## config.mk

```make
export PLATFORM = sky130hd
export DESIGN_NAME = rcl_top
export DESIGN_NICKNAME = d
export VERILOG_FILES = /design/src/rtl/rcl_pkg.sv /design/src/rtl/rcl_sync.sv /design/src/rtl/rcl_edge.sv /design/src/rtl/rcl_top.sv
export SDC_FILE = /design/constraint.sdc
export NUM_CORES = 1
export LEC_CHECK = 0
export BUFFER_PORTS_ARGS = -buffer_cell sky130_fd_sc_hd__buf_2
export CAP_MARGIN = 40
export CORE_MARGIN = 4
export CORE_UTILIZATION = 47
export CTS_CLUSTER_DIAMETER = 80
export DETAILED_ROUTE_END_ITERATION = 8
export GPL_TIMING_DRIVEN = 1
export PLACE_DENSITY = 0.81
export SETUP_SLACK_MARGIN = 0.2
export SLEW_MARGIN = 30
export SYNTH_ARGS = -nofsm -noshare
export SYNTH_HDL_FRONTEND = slang
export SYNTH_SLANG_ARGS = --single-unit
```

## constraint.sdc

```tcl
create_clock -name clk_in -period 1.9 [get_ports clk_in]
set_input_delay 0.19 -clock clk_in [delete_from_list [all_inputs] [get_ports clk_in]]
set_output_delay 0.19 -clock clk_in [all_outputs]
set_load 0.02 [all_outputs]
```

## src/rtl/rcl_pkg.sv

```systemverilog
// package of constants for the remote coordination line block
package rcl_pkg;
	localparam int RCL_NLINES = 7;
	// line indices
	localparam int RCL_L_SETUP = 0;
	localparam int RCL_L_START = 1;
	localparam int RCL_L_HALT = 2;
	localparam int RCL_L_LIVE = 3;
	localparam int RCL_L_READY = 4;
	localparam int RCL_L_STOP = 5;
	localparam int RCL_L_INJECT = 6;
	// register byte addresses
	localparam logic [7:0] RCL_A_CTRL = 8'h00;
	localparam logic [7:0] RCL_A_LINES = 8'h04;
	localparam logic [7:0] RCL_A_STATUS = 8'h08;
	localparam logic [7:0] RCL_A_MASK = 8'h0C;
	localparam logic [7:0] RCL_A_PHASE = 8'h10;
	localparam logic [6:0] RCL_CTRL_RESET = 7'h00;
	localparam logic [6:0] RCL_MASK_RESET = 7'h00;
	localparam int RCL_SYNC_STAGES = 2;
	// status bits: one per asserted line plus a sequence fault
	localparam int RCL_EV_SEQ = 7;
	localparam int RCL_NEV = 8;
	typedef enum logic [1:0] {
		RCL_IDLE = 2'b00,
		RCL_READY = 2'b01,
		RCL_RUN = 2'b11,
		RCL_STOPPING = 2'b10
	} rcl_phase_t;
endpackage : rcl_pkg

```

## src/rtl/rcl_sync.sv

```systemverilog
// two-stage synchroniser for a vector of level inputs
`timescale 1ns/1ps
`default_nettype none
module rcl_sync #(
	parameter int WIDTH = 7,
	parameter int STAGES = 2
) (
	input wire logic clk_in,
	input wire logic reset_in,
	input wire logic [WIDTH-1:0] async_in,
	output logic [WIDTH-1:0] sync_out
);
	logic [WIDTH-1:0] stage_reg [STAGES];
	// reset to released level: high means false on the low-true lines, true on live and ready
	always_ff @(posedge clk_in) begin
		if (reset_in) begin
			for (int i = 0; i < STAGES; i++) begin
				stage_reg[i] <= '1;
			end
		end else begin
			stage_reg[0] <= async_in;
			for (int i = 1; i < STAGES; i++) begin
				stage_reg[i] <= stage_reg[i-1];
			end
		end
	end
	assign sync_out = stage_reg[STAGES-1];
endmodule : rcl_sync
`default_nettype wire

```

## src/rtl/rcl_edge.sv

```systemverilog
// edge detector turning true-going line levels into one-cycle pulses
`timescale 1ns/1ps
`default_nettype none
module rcl_edge #(
	parameter int WIDTH = 7
) (
	input wire logic clk_in,
	input wire logic reset_in,
	input wire logic [WIDTH-1:0] level_in,
	output logic [WIDTH-1:0] rise_out
);
	logic [WIDTH-1:0] last_reg;
	always_ff @(posedge clk_in) begin
		if (reset_in) begin
			// start from the idle truth so the high-true lines show no false edge after reset
			last_reg <= level_in;
		end else begin
			last_reg <= level_in;
		end
	end
	assign rise_out = level_in & ~last_reg;
endmodule : rcl_edge
`default_nettype wire

```

## src/rtl/rcl_top.sv

```systemverilog
// remote coordination line controller with apb register access
`timescale 1ns/1ps
`default_nettype none
module rcl_top
	import rcl_pkg::*;
(
	input wire logic clk_in,
	input wire logic reset_in,
	// apb slave
	input wire logic psel_in,
	input wire logic penable_in,
	input wire logic pwrite_in,
	input wire logic [7:0] paddr_in,
	input wire logic [31:0] pwdata_in,
	output logic [31:0] prdata_out,
	output logic pready_out,
	output logic pslverr_out,
	// coordination lines, open collector: oe high pulls low
	input wire logic [RCL_NLINES-1:0] line_in,
	output logic [RCL_NLINES-1:0] line_out,
	output logic [RCL_NLINES-1:0] line_oe_out,
	// local status and reactions
	input wire logic fault_in,
	input wire logic local_ready_in,
	input wire logic powered_in,
	output logic halt_out,
	output logic all_live_out,
	output logic sys_ready_out,
	output logic setup_req_out,
	output logic start_out,
	output logic stop_out,
	output logic inject_req_out,
	output logic irq_out
);
	////////////////////////////////////////////////////////////////////////
	// line sensing
	logic [RCL_NLINES-1:0] sync_level;
	logic [RCL_NLINES-1:0] asserted;
	logic [RCL_NLINES-1:0] rise;

	rcl_sync #(
		.WIDTH(RCL_NLINES),
		.STAGES(RCL_SYNC_STAGES)
	) u_sync (
		.clk_in(clk_in),
		.reset_in(reset_in),
		.async_in(line_in),
		.sync_out(sync_level)
	);

	// low-true lines invert; live and ready are high-true
	always_comb begin
		asserted = ~sync_level;
		asserted[RCL_L_LIVE] = sync_level[RCL_L_LIVE];
		asserted[RCL_L_READY] = sync_level[RCL_L_READY];
	end

	rcl_edge #(
		.WIDTH(RCL_NLINES)
	) u_edge (
		.clk_in(clk_in),
		.reset_in(reset_in),
		.level_in(asserted),
		.rise_out(rise)
	);

	////////////////////////////////////////////////////////////////////////
	// registers
	logic [RCL_NLINES-1:0] ctrl_reg;
	logic [RCL_NLINES-1:0] mask_reg;
	logic [RCL_NEV-1:0] status_reg;
	logic [RCL_NEV-1:0] status_next;
	logic [31:0] rdata_next;
	rcl_phase_t phase_reg;
	rcl_phase_t phase_next;
	logic [RCL_NLINES-1:0] ctrl_wr;
	logic setup_wr;
	logic wr_en;
	logic rd_en;
	logic addr_ok;
	logic seq_fault;
	logic [RCL_NEV-1:0] events;

	function automatic logic rcl_hit(input logic [7:0] a, input logic [7:0] b);
		rcl_hit = (a == b);
	endfunction : rcl_hit

	assign setup_wr = psel_in & ~penable_in;
	assign wr_en = psel_in & penable_in & pwrite_in;
	assign rd_en = psel_in & penable_in & ~pwrite_in;
	assign addr_ok = rcl_hit(paddr_in, RCL_A_CTRL) | rcl_hit(paddr_in, RCL_A_LINES) |
		rcl_hit(paddr_in, RCL_A_STATUS) | rcl_hit(paddr_in, RCL_A_MASK) | rcl_hit(paddr_in, RCL_A_PHASE);
	assign pready_out = 1'b1;
	assign pslverr_out = psel_in & penable_in & ~addr_ok;

	// software line requests, held until written again
	always_ff @(posedge clk_in) begin
		if (reset_in) begin
			ctrl_reg <= RCL_CTRL_RESET;
		end else if (wr_en && rcl_hit(paddr_in, RCL_A_CTRL)) begin
			ctrl_reg <= pwdata_in[RCL_NLINES-1:0];
		end
	end

	always_ff @(posedge clk_in) begin
		if (reset_in) begin
			mask_reg <= RCL_MASK_RESET;
		end else if (wr_en && rcl_hit(paddr_in, RCL_A_MASK)) begin
			mask_reg <= pwdata_in[RCL_NLINES-1:0];
		end
	end
	assign ctrl_wr = ctrl_reg;

	////////////////////////////////////////////////////////////////////////
	// line drive: oe pulls the wire low, the wire is never driven high
	always_comb begin
		line_out = '0;
		line_oe_out = ctrl_wr & ~((RCL_NLINES)'(1) << RCL_L_LIVE) & ~((RCL_NLINES)'(1) << RCL_L_READY);
		line_oe_out[RCL_L_HALT] = ctrl_wr[RCL_L_HALT] | fault_in;
		line_oe_out[RCL_L_LIVE] = ~powered_in;
		line_oe_out[RCL_L_READY] = ~local_ready_in | (phase_reg != RCL_READY && phase_reg != RCL_IDLE);
	end

	////////////////////////////////////////////////////////////////////////
	// run sequence
	always_comb begin
		phase_next = phase_reg;
		seq_fault = 1'b0;
		unique case (phase_reg)
			RCL_IDLE: begin
				if (asserted[RCL_L_READY]) begin
					phase_next = RCL_READY;
				end else if (rise[RCL_L_START]) begin
					seq_fault = 1'b1;
				end
			end
			RCL_READY: begin
				if (asserted[RCL_L_START] && !asserted[RCL_L_HALT]) begin
					phase_next = RCL_RUN;
				end else if (!asserted[RCL_L_READY]) begin
					phase_next = RCL_IDLE;
				end
			end
			RCL_RUN: begin
				if (asserted[RCL_L_STOP] || asserted[RCL_L_HALT]) begin
					phase_next = RCL_STOPPING;
				end
			end
			RCL_STOPPING: begin
				if (!asserted[RCL_L_STOP] && !asserted[RCL_L_START]) begin
					phase_next = RCL_IDLE;
				end
			end
		endcase
		if (!asserted[RCL_L_LIVE] && phase_next == RCL_RUN) begin
			phase_next = RCL_STOPPING;
		end
	end

	always_ff @(posedge clk_in) begin
		if (reset_in) begin
			phase_reg <= RCL_IDLE;
		end else begin
			phase_reg <= phase_next;
		end
	end

	////////////////////////////////////////////////////////////////////////
	// reaction outputs, one register per reaction
	always_ff @(posedge clk_in) begin
		if (reset_in) begin
			halt_out <= 1'b0;
		end else begin
			halt_out <= asserted[RCL_L_HALT];
		end
	end

	always_ff @(posedge clk_in) begin
		if (reset_in) begin
			all_live_out <= 1'b0;
		end else begin
			all_live_out <= asserted[RCL_L_LIVE];
		end
	end

	always_ff @(posedge clk_in) begin
		if (reset_in) begin
			sys_ready_out <= 1'b0;
		end else begin
			sys_ready_out <= asserted[RCL_L_READY];
		end
	end

	always_ff @(posedge clk_in) begin
		if (reset_in) begin
			setup_req_out <= 1'b0;
		end else begin
			setup_req_out <= asserted[RCL_L_SETUP];
		end
	end

	// follows the next phase so start and the run phase change on the same edge
	always_ff @(posedge clk_in) begin
		if (reset_in) begin
			start_out <= 1'b0;
		end else begin
			start_out <= (phase_next == RCL_RUN);
		end
	end

	// a halt also asks for the stop reaction
	always_ff @(posedge clk_in) begin
		if (reset_in) begin
			stop_out <= 1'b0;
		end else begin
			stop_out <= asserted[RCL_L_STOP] | asserted[RCL_L_HALT];
		end
	end

	always_ff @(posedge clk_in) begin
		if (reset_in) begin
			inject_req_out <= 1'b0;
		end else begin
			inject_req_out <= asserted[RCL_L_INJECT];
		end
	end

	////////////////////////////////////////////////////////////////////////
	// interrupt status: set wins over clear-on-read
	always_comb begin
		events = {seq_fault, rise};
		status_next = status_reg;
		if (rd_en && rcl_hit(paddr_in, RCL_A_STATUS)) begin
			status_next = '0;
		end
		status_next = status_next | events;
	end

	always_ff @(posedge clk_in) begin
		if (reset_in) begin
			status_reg <= '0;
		end else begin
			status_reg <= status_next;
		end
	end

	logic [RCL_NEV-1:0] mask_full;
	assign mask_full = {1'b1, mask_reg};
	assign irq_out = |(status_reg & mask_full);

	////////////////////////////////////////////////////////////////////////
	// read data, registered on the setup cycle so it is stable in access
	always_comb begin
		rdata_next = '0;
		unique case (1'b1)
			rcl_hit(paddr_in, RCL_A_CTRL): rdata_next[RCL_NLINES-1:0] = ctrl_reg;
			rcl_hit(paddr_in, RCL_A_LINES): rdata_next[RCL_NLINES-1:0] = asserted;
			rcl_hit(paddr_in, RCL_A_STATUS): rdata_next[RCL_NEV-1:0] = status_reg | events;
			rcl_hit(paddr_in, RCL_A_MASK): rdata_next[RCL_NLINES-1:0] = mask_reg;
			rcl_hit(paddr_in, RCL_A_PHASE): rdata_next[1:0] = phase_reg;
			default: rdata_next = '0;
		endcase
	end

	always_ff @(posedge clk_in) begin
		if (reset_in) begin
			prdata_out <= '0;
		end else if (setup_wr && !pwrite_in) begin
			prdata_out <= rdata_next;
		end
	end
	// the status read shows events of the setup cycle too, so the clear in access loses none
endmodule : rcl_top
`default_nettype wire

```

==> qor.log <==
INFO  min_path       timing.hold.worst_endpoint=u_sync.stage_reg[0][6]
INFO  global_routing pin_count_of_the_biggest_net_entering_global_routing=35
INFO  route          detailedRoute.firstIterationViolations=100
INFO  route          first_pass_iters=4
INFO  global_routing grt_first_pass_wirelength=8110microns
INFO  synth          mux_contribution_to_synthesized_area=0.0804
INFO  setup_path     endpoint_type_of_the_worst_setup_path=primary output
INFO  timing         max_slew.worst_pin.slew=558ps
INFO  final_layout   drive_gt1_frac=0.290
INFO  synth          synth_simple_gate_area_frac=0.186
INFO  cts            tritoncts_clock_tree=built
INFO  synth          synth-warning-count=0
INFO  setup_path     critPathLaunchType=flop
INFO  floorplanning  dieWidth=81.7microns
INFO  power_and_ir_drop sequential_share_of_power=0.498
INFO  setup_path     critPathTopFamily=compound AO/OA/AOI/OAI gates
INFO  timing         report.final.setup_viol=0
INFO  timing         grt_setup_unrepaired=no
INFO  floorplanning  start_util=0.493
INFO  run            max_cap_viol_count=0
INFO  setup_path     slowest_stage=sky130_fd_sc_hd__dfxtp_1
INFO  synth          synth_top_family_by_area=simple AND/OR/NAND/NOR gates
INFO  synth          post_synth_inst_count=272
INFO  power_and_ir_drop total_power=2.65mW
INFO  synth          dominantRegCellSynth=sky130_fd_sc_hd__dfxtp_1
INFO  floorplanning  area_of_the_placeable_core=5170squm
INFO  power_and_ir_drop p_switching=0.666mW
INFO  placed_design  place_congestion=0.854
INFO  route          vias_per_cell=4.70
INFO  setup_path     worst_ep_required_time=1710ps
INFO  timing         clock-skew-final=6.91ps
INFO  power_and_ir_drop irDropWorstVdd=519uV
INFO  setup_path     worst_r2r_startpoint=u_sync.stage_reg[0][8]
INFO  timing         max_freq=644MHz
INFO  setup_path     crit_type=flop to primary output
INFO  setup_path     crit_arrival=1360ps
INFO  cts            cts-buffers-inserted=9
INFO  route          routed-via-count=1886
INFO  cts            htreeDepth=3
INFO  global_routing grt_use_total=0.165
INFO  synth          synth_adder_area_share=0
INFO  setup_path     max_stage_delay=320ps
INFO  final_layout   number_of_diodes=0
INFO  global_routing total_gr_overflow=0
INFO  setup_path     reg2regPathDepth=4
INFO  cts            insertion_delay=330ps
INFO  timing         post-route-min-period=1550ps
INFO  timing         final.setup.worst_slack=347ps
INFO  floorplanning  row_count=26
INFO  power_and_ir_drop clock_power_share=0.409
INFO  placed_design  hpwl_dp=3830microns
INFO  global_routing number_of_antenna_violations_at_the_first_check_in_global_routing=0
INFO  timing         slew-limit-headroom=0.628
INFO  final_layout   fillerInstances=474
INFO  power_and_ir_drop p_int=1.98mW
INFO  min_path       hold_path_depth=2
INFO  status         status=complete, no violations
INFO  synth          synth_sequential_area_ratio=0.471
INFO  final_layout   final_design_area_no_fill=2940squm
INFO  power_and_ir_drop leakagePower=1.47nW
INFO  timing         drv_slew=0
INFO  min_path       worst_hold_startpoint=line_in[6]
INFO  global_routing first_global_vias=1772
INFO  setup_path     crit_path_cell_trace=a22o_1 > a221oi_2 > nand3_1 > buf_2
INFO  synth          netlist_area=2550squm
INFO  setup_path     cp_num_buf_inv=1
INFO  floorplanning  ioPinCount=111
INFO  cts            tritoncts_num_sinks=60
INFO  power_and_ir_drop power.switching_fraction=0.251
INFO  cts            cts-root-buf=sky130_fd_sc_hd__clkbuf_8
INFO  setup_path     worst_r2r_endpoint=prdata_out[7]
INFO  synth          yosysUniqueCellTypes=39
INFO  route          drc=0
INFO  power_and_ir_drop pwrdens=902nW/um^2
INFO  route          antenna_violating_nets_post_route=0
INFO  cts            post_cts.repair.setup_buffers=0
INFO  synth          synthXorXnorAreaFrac=0
INFO  min_path       hold_class=primary input to flop
INFO  placed_design  detailedPlace.worstSlack=45.5ps
INFO  placed_design  placedInstanceArea=2750squm
INFO  synth          synth-compound-area-share=0.115
INFO  setup_path     timing.reg2reg.setup_slack=470ps
INFO  synth          synthesized_area_divided_by_synthesized_cell_count=9.38squm
INFO  power_and_ir_drop pwr-share-comb=0.093
INFO  final_layout   area_growth=15.2%
INFO  cts            clock_path_buffers=2
INFO  floorplanning  dieHeight=81.7microns
INFO  final_layout   largest_register_ffs=14
INFO  timing         total_negative_setup_slacks=0ps
INFO  timing         hold_violations_final=0
INFO  route          routed_wire_length_per_instance=12.9microns
INFO  setup_path     critical_path_peak_fanout=3
INFO  synth          async_flop_share=0
INFO  synth          ys_seq_elements=60
INFO  floorplanning  die_area=6670squm
INFO  synth          synth-edff-count=0
INFO  cts            clk_pin_slew=60ps
INFO  final_layout   design.final.nets=381
INFO  timing         fin_crit_sh=0.817
INFO  placed_design  buffer_ports.inserted=53
INFO  route          routed_wl=5170microns
## routing by layer
metal	GRT usage	vias up	wire, microns
met5	0	-	0
met4	0.0880	0	110
met3	0.0493	11	350
met2	0.270	58	2560
met1	0.195	860	2150
li1	-	957	-
## cell type report
| type | instances | area, sq um | share of cell area |
|---|---|---|---|
| Timing Repair Buffer | 60 | 318 | 0.108 |
| Sequential cell | 60 | 1200 | 0.409 |
| Clock inverter | 5 | 52.6 | 0.0179 |
| Multi-Input combinational cell | 182 | 1100 | 0.374 |
| Inverter | 13 | 48.8 | 0.0166 |
| Clock buffer | 11 | 131 | 0.0447 |
| Tap cell | 70 | 87.6 | 0.0298 |
## synthesized netlist by cell type (2+ instances only)
library cell | n | area share
sky130_fd_sc_hd__dfxtp_1 | 60 | 0.47
sky130_fd_sc_hd__buf_4 | 36 | 0.11
sky130_fd_sc_hd__nor2_1 | 34 | 0.050
sky130_fd_sc_hd__mux2i_1 | 16 | 0.063
sky130_fd_sc_hd__or2_2 | 16 | 0.039
sky130_fd_sc_hd__inv_1 | 13 | 0.019
sky130_fd_sc_hd__nand2b_1 | 12 | 0.029
sky130_fd_sc_hd__clkbuf_1 | 9 | 0.013
sky130_fd_sc_hd__o21ai_0 | 9 | 0.018
sky130_fd_sc_hd__a21oi_1 | 7 | 0.014
sky130_fd_sc_hd__a22o_1 | 6 | 0.021
sky130_fd_sc_hd__nand2_1 | 6 | 0.0088
sky130_fd_sc_hd__nor3_1 | 4 | 0.0078
sky130_fd_sc_hd__o22a_1 | 4 | 0.014
sky130_fd_sc_hd__nand3_1 | 3 | 0.0059
sky130_fd_sc_hd__nor3b_1 | 3 | 0.0088
sky130_fd_sc_hd__o22ai_1 | 3 | 0.0074
sky130_fd_sc_hd__or3_1 | 3 | 0.0074
sky130_fd_sc_hd__a21o_1 | 2 | 0.0059
sky130_fd_sc_hd__a311oi_1 | 2 | 0.0069
sky130_fd_sc_hd__conb_1 | 2 | 0.0029
sky130_fd_sc_hd__mux4_2 | 2 | 0.018
sky130_fd_sc_hd__nor2b_1 | 2 | 0.0049
sky130_fd_sc_hd__o211ai_1 | 2 | 0.0059
sky130_fd_sc_hd__or4_4 | 2 | 0.0088
## stage by stage
stage | utilization | std cells | hold slack, ps
after detailed placement | 0.531 | 385 | 375
after global routing | 0.568 | 401 | 26.6
after floorplan | - | 302 | 294
after CTS | 0.567 | 401 | 15.3
final | 0.568 | 401 | 32.1
after global placement | 0.531 | 385 | 371
## power by group through the flow
| stage | clock, mW | sequential [mW] | combinational [mW] |
|---|---|---|---|
| 3_3_place_gp | 0 | 1.35 | 0.241 |
| 2_1_floorplan | 0 | 1.35 | 0.212 |
| 6_report | 1.08 | 1.32 | 0.248 |
| 5_1_grt | 1.16 | 1.32 | 0.277 |
| 3_5_place_dp | 0 | 1.35 | 0.247 |
| 4_1_cts | 1.11 | 1.32 | 0.248 |
## logic make-up after synthesis
kind of cell / Yosys count
simple gates: 90
other cells: 2
flops: 60
buf+inv: 60
compound gates: 42
mux: 18
## what timing repair did
action / CTS / global route
endpoints found under the setup margin: 0 / 1
hold buffers: 0 / 0
hold endpoints to repair: 0 / 0
resized for setup: 0 / 1
## layout by cell type (no fill, tap or decap), types with 4 or more instances in the layout
cell                       Yosys  layout
sky130_fd_sc_hd__buf_4        36       7
sky130_fd_sc_hd__inv_1        13      13
sky130_fd_sc_hd__a21oi_1       7       7
sky130_fd_sc_hd__a22o_1        6       6
sky130_fd_sc_hd__o21ai_0       9       9
sky130_fd_sc_hd__buf_2         1      53
sky130_fd_sc_hd__nor3_1        4       4
sky130_fd_sc_hd__mux2i_1      16      16
sky130_fd_sc_hd__nor2_1       34      34
sky130_fd_sc_hd__conb_1        2      32
sky130_fd_sc_hd__nand2_1       6       6
sky130_fd_sc_hd__or2_2        16      16
sky130_fd_sc_hd__clkbuf_8      0       9
sky130_fd_sc_hd__nand2b_1     12      12
sky130_fd_sc_hd__o22a_1        4       4
sky130_fd_sc_hd__dfxtp_1      60      60
## how the worst max path moves through the flow
stage                  startpoint          end  depth (start not counted)
finish              status_reg[4]      irq_out                          4
global route        status_reg[4]      irq_out                          4
floorplan             paddr_in[5]  ctrl_reg[5]                          5
detailed placement    paddr_in[5]  ctrl_reg[0]                          5
global placement      paddr_in[5]  ctrl_reg[2]                          5
CTS                 status_reg[4]      irq_out                          4
Power figures use the tool's default switching activity.
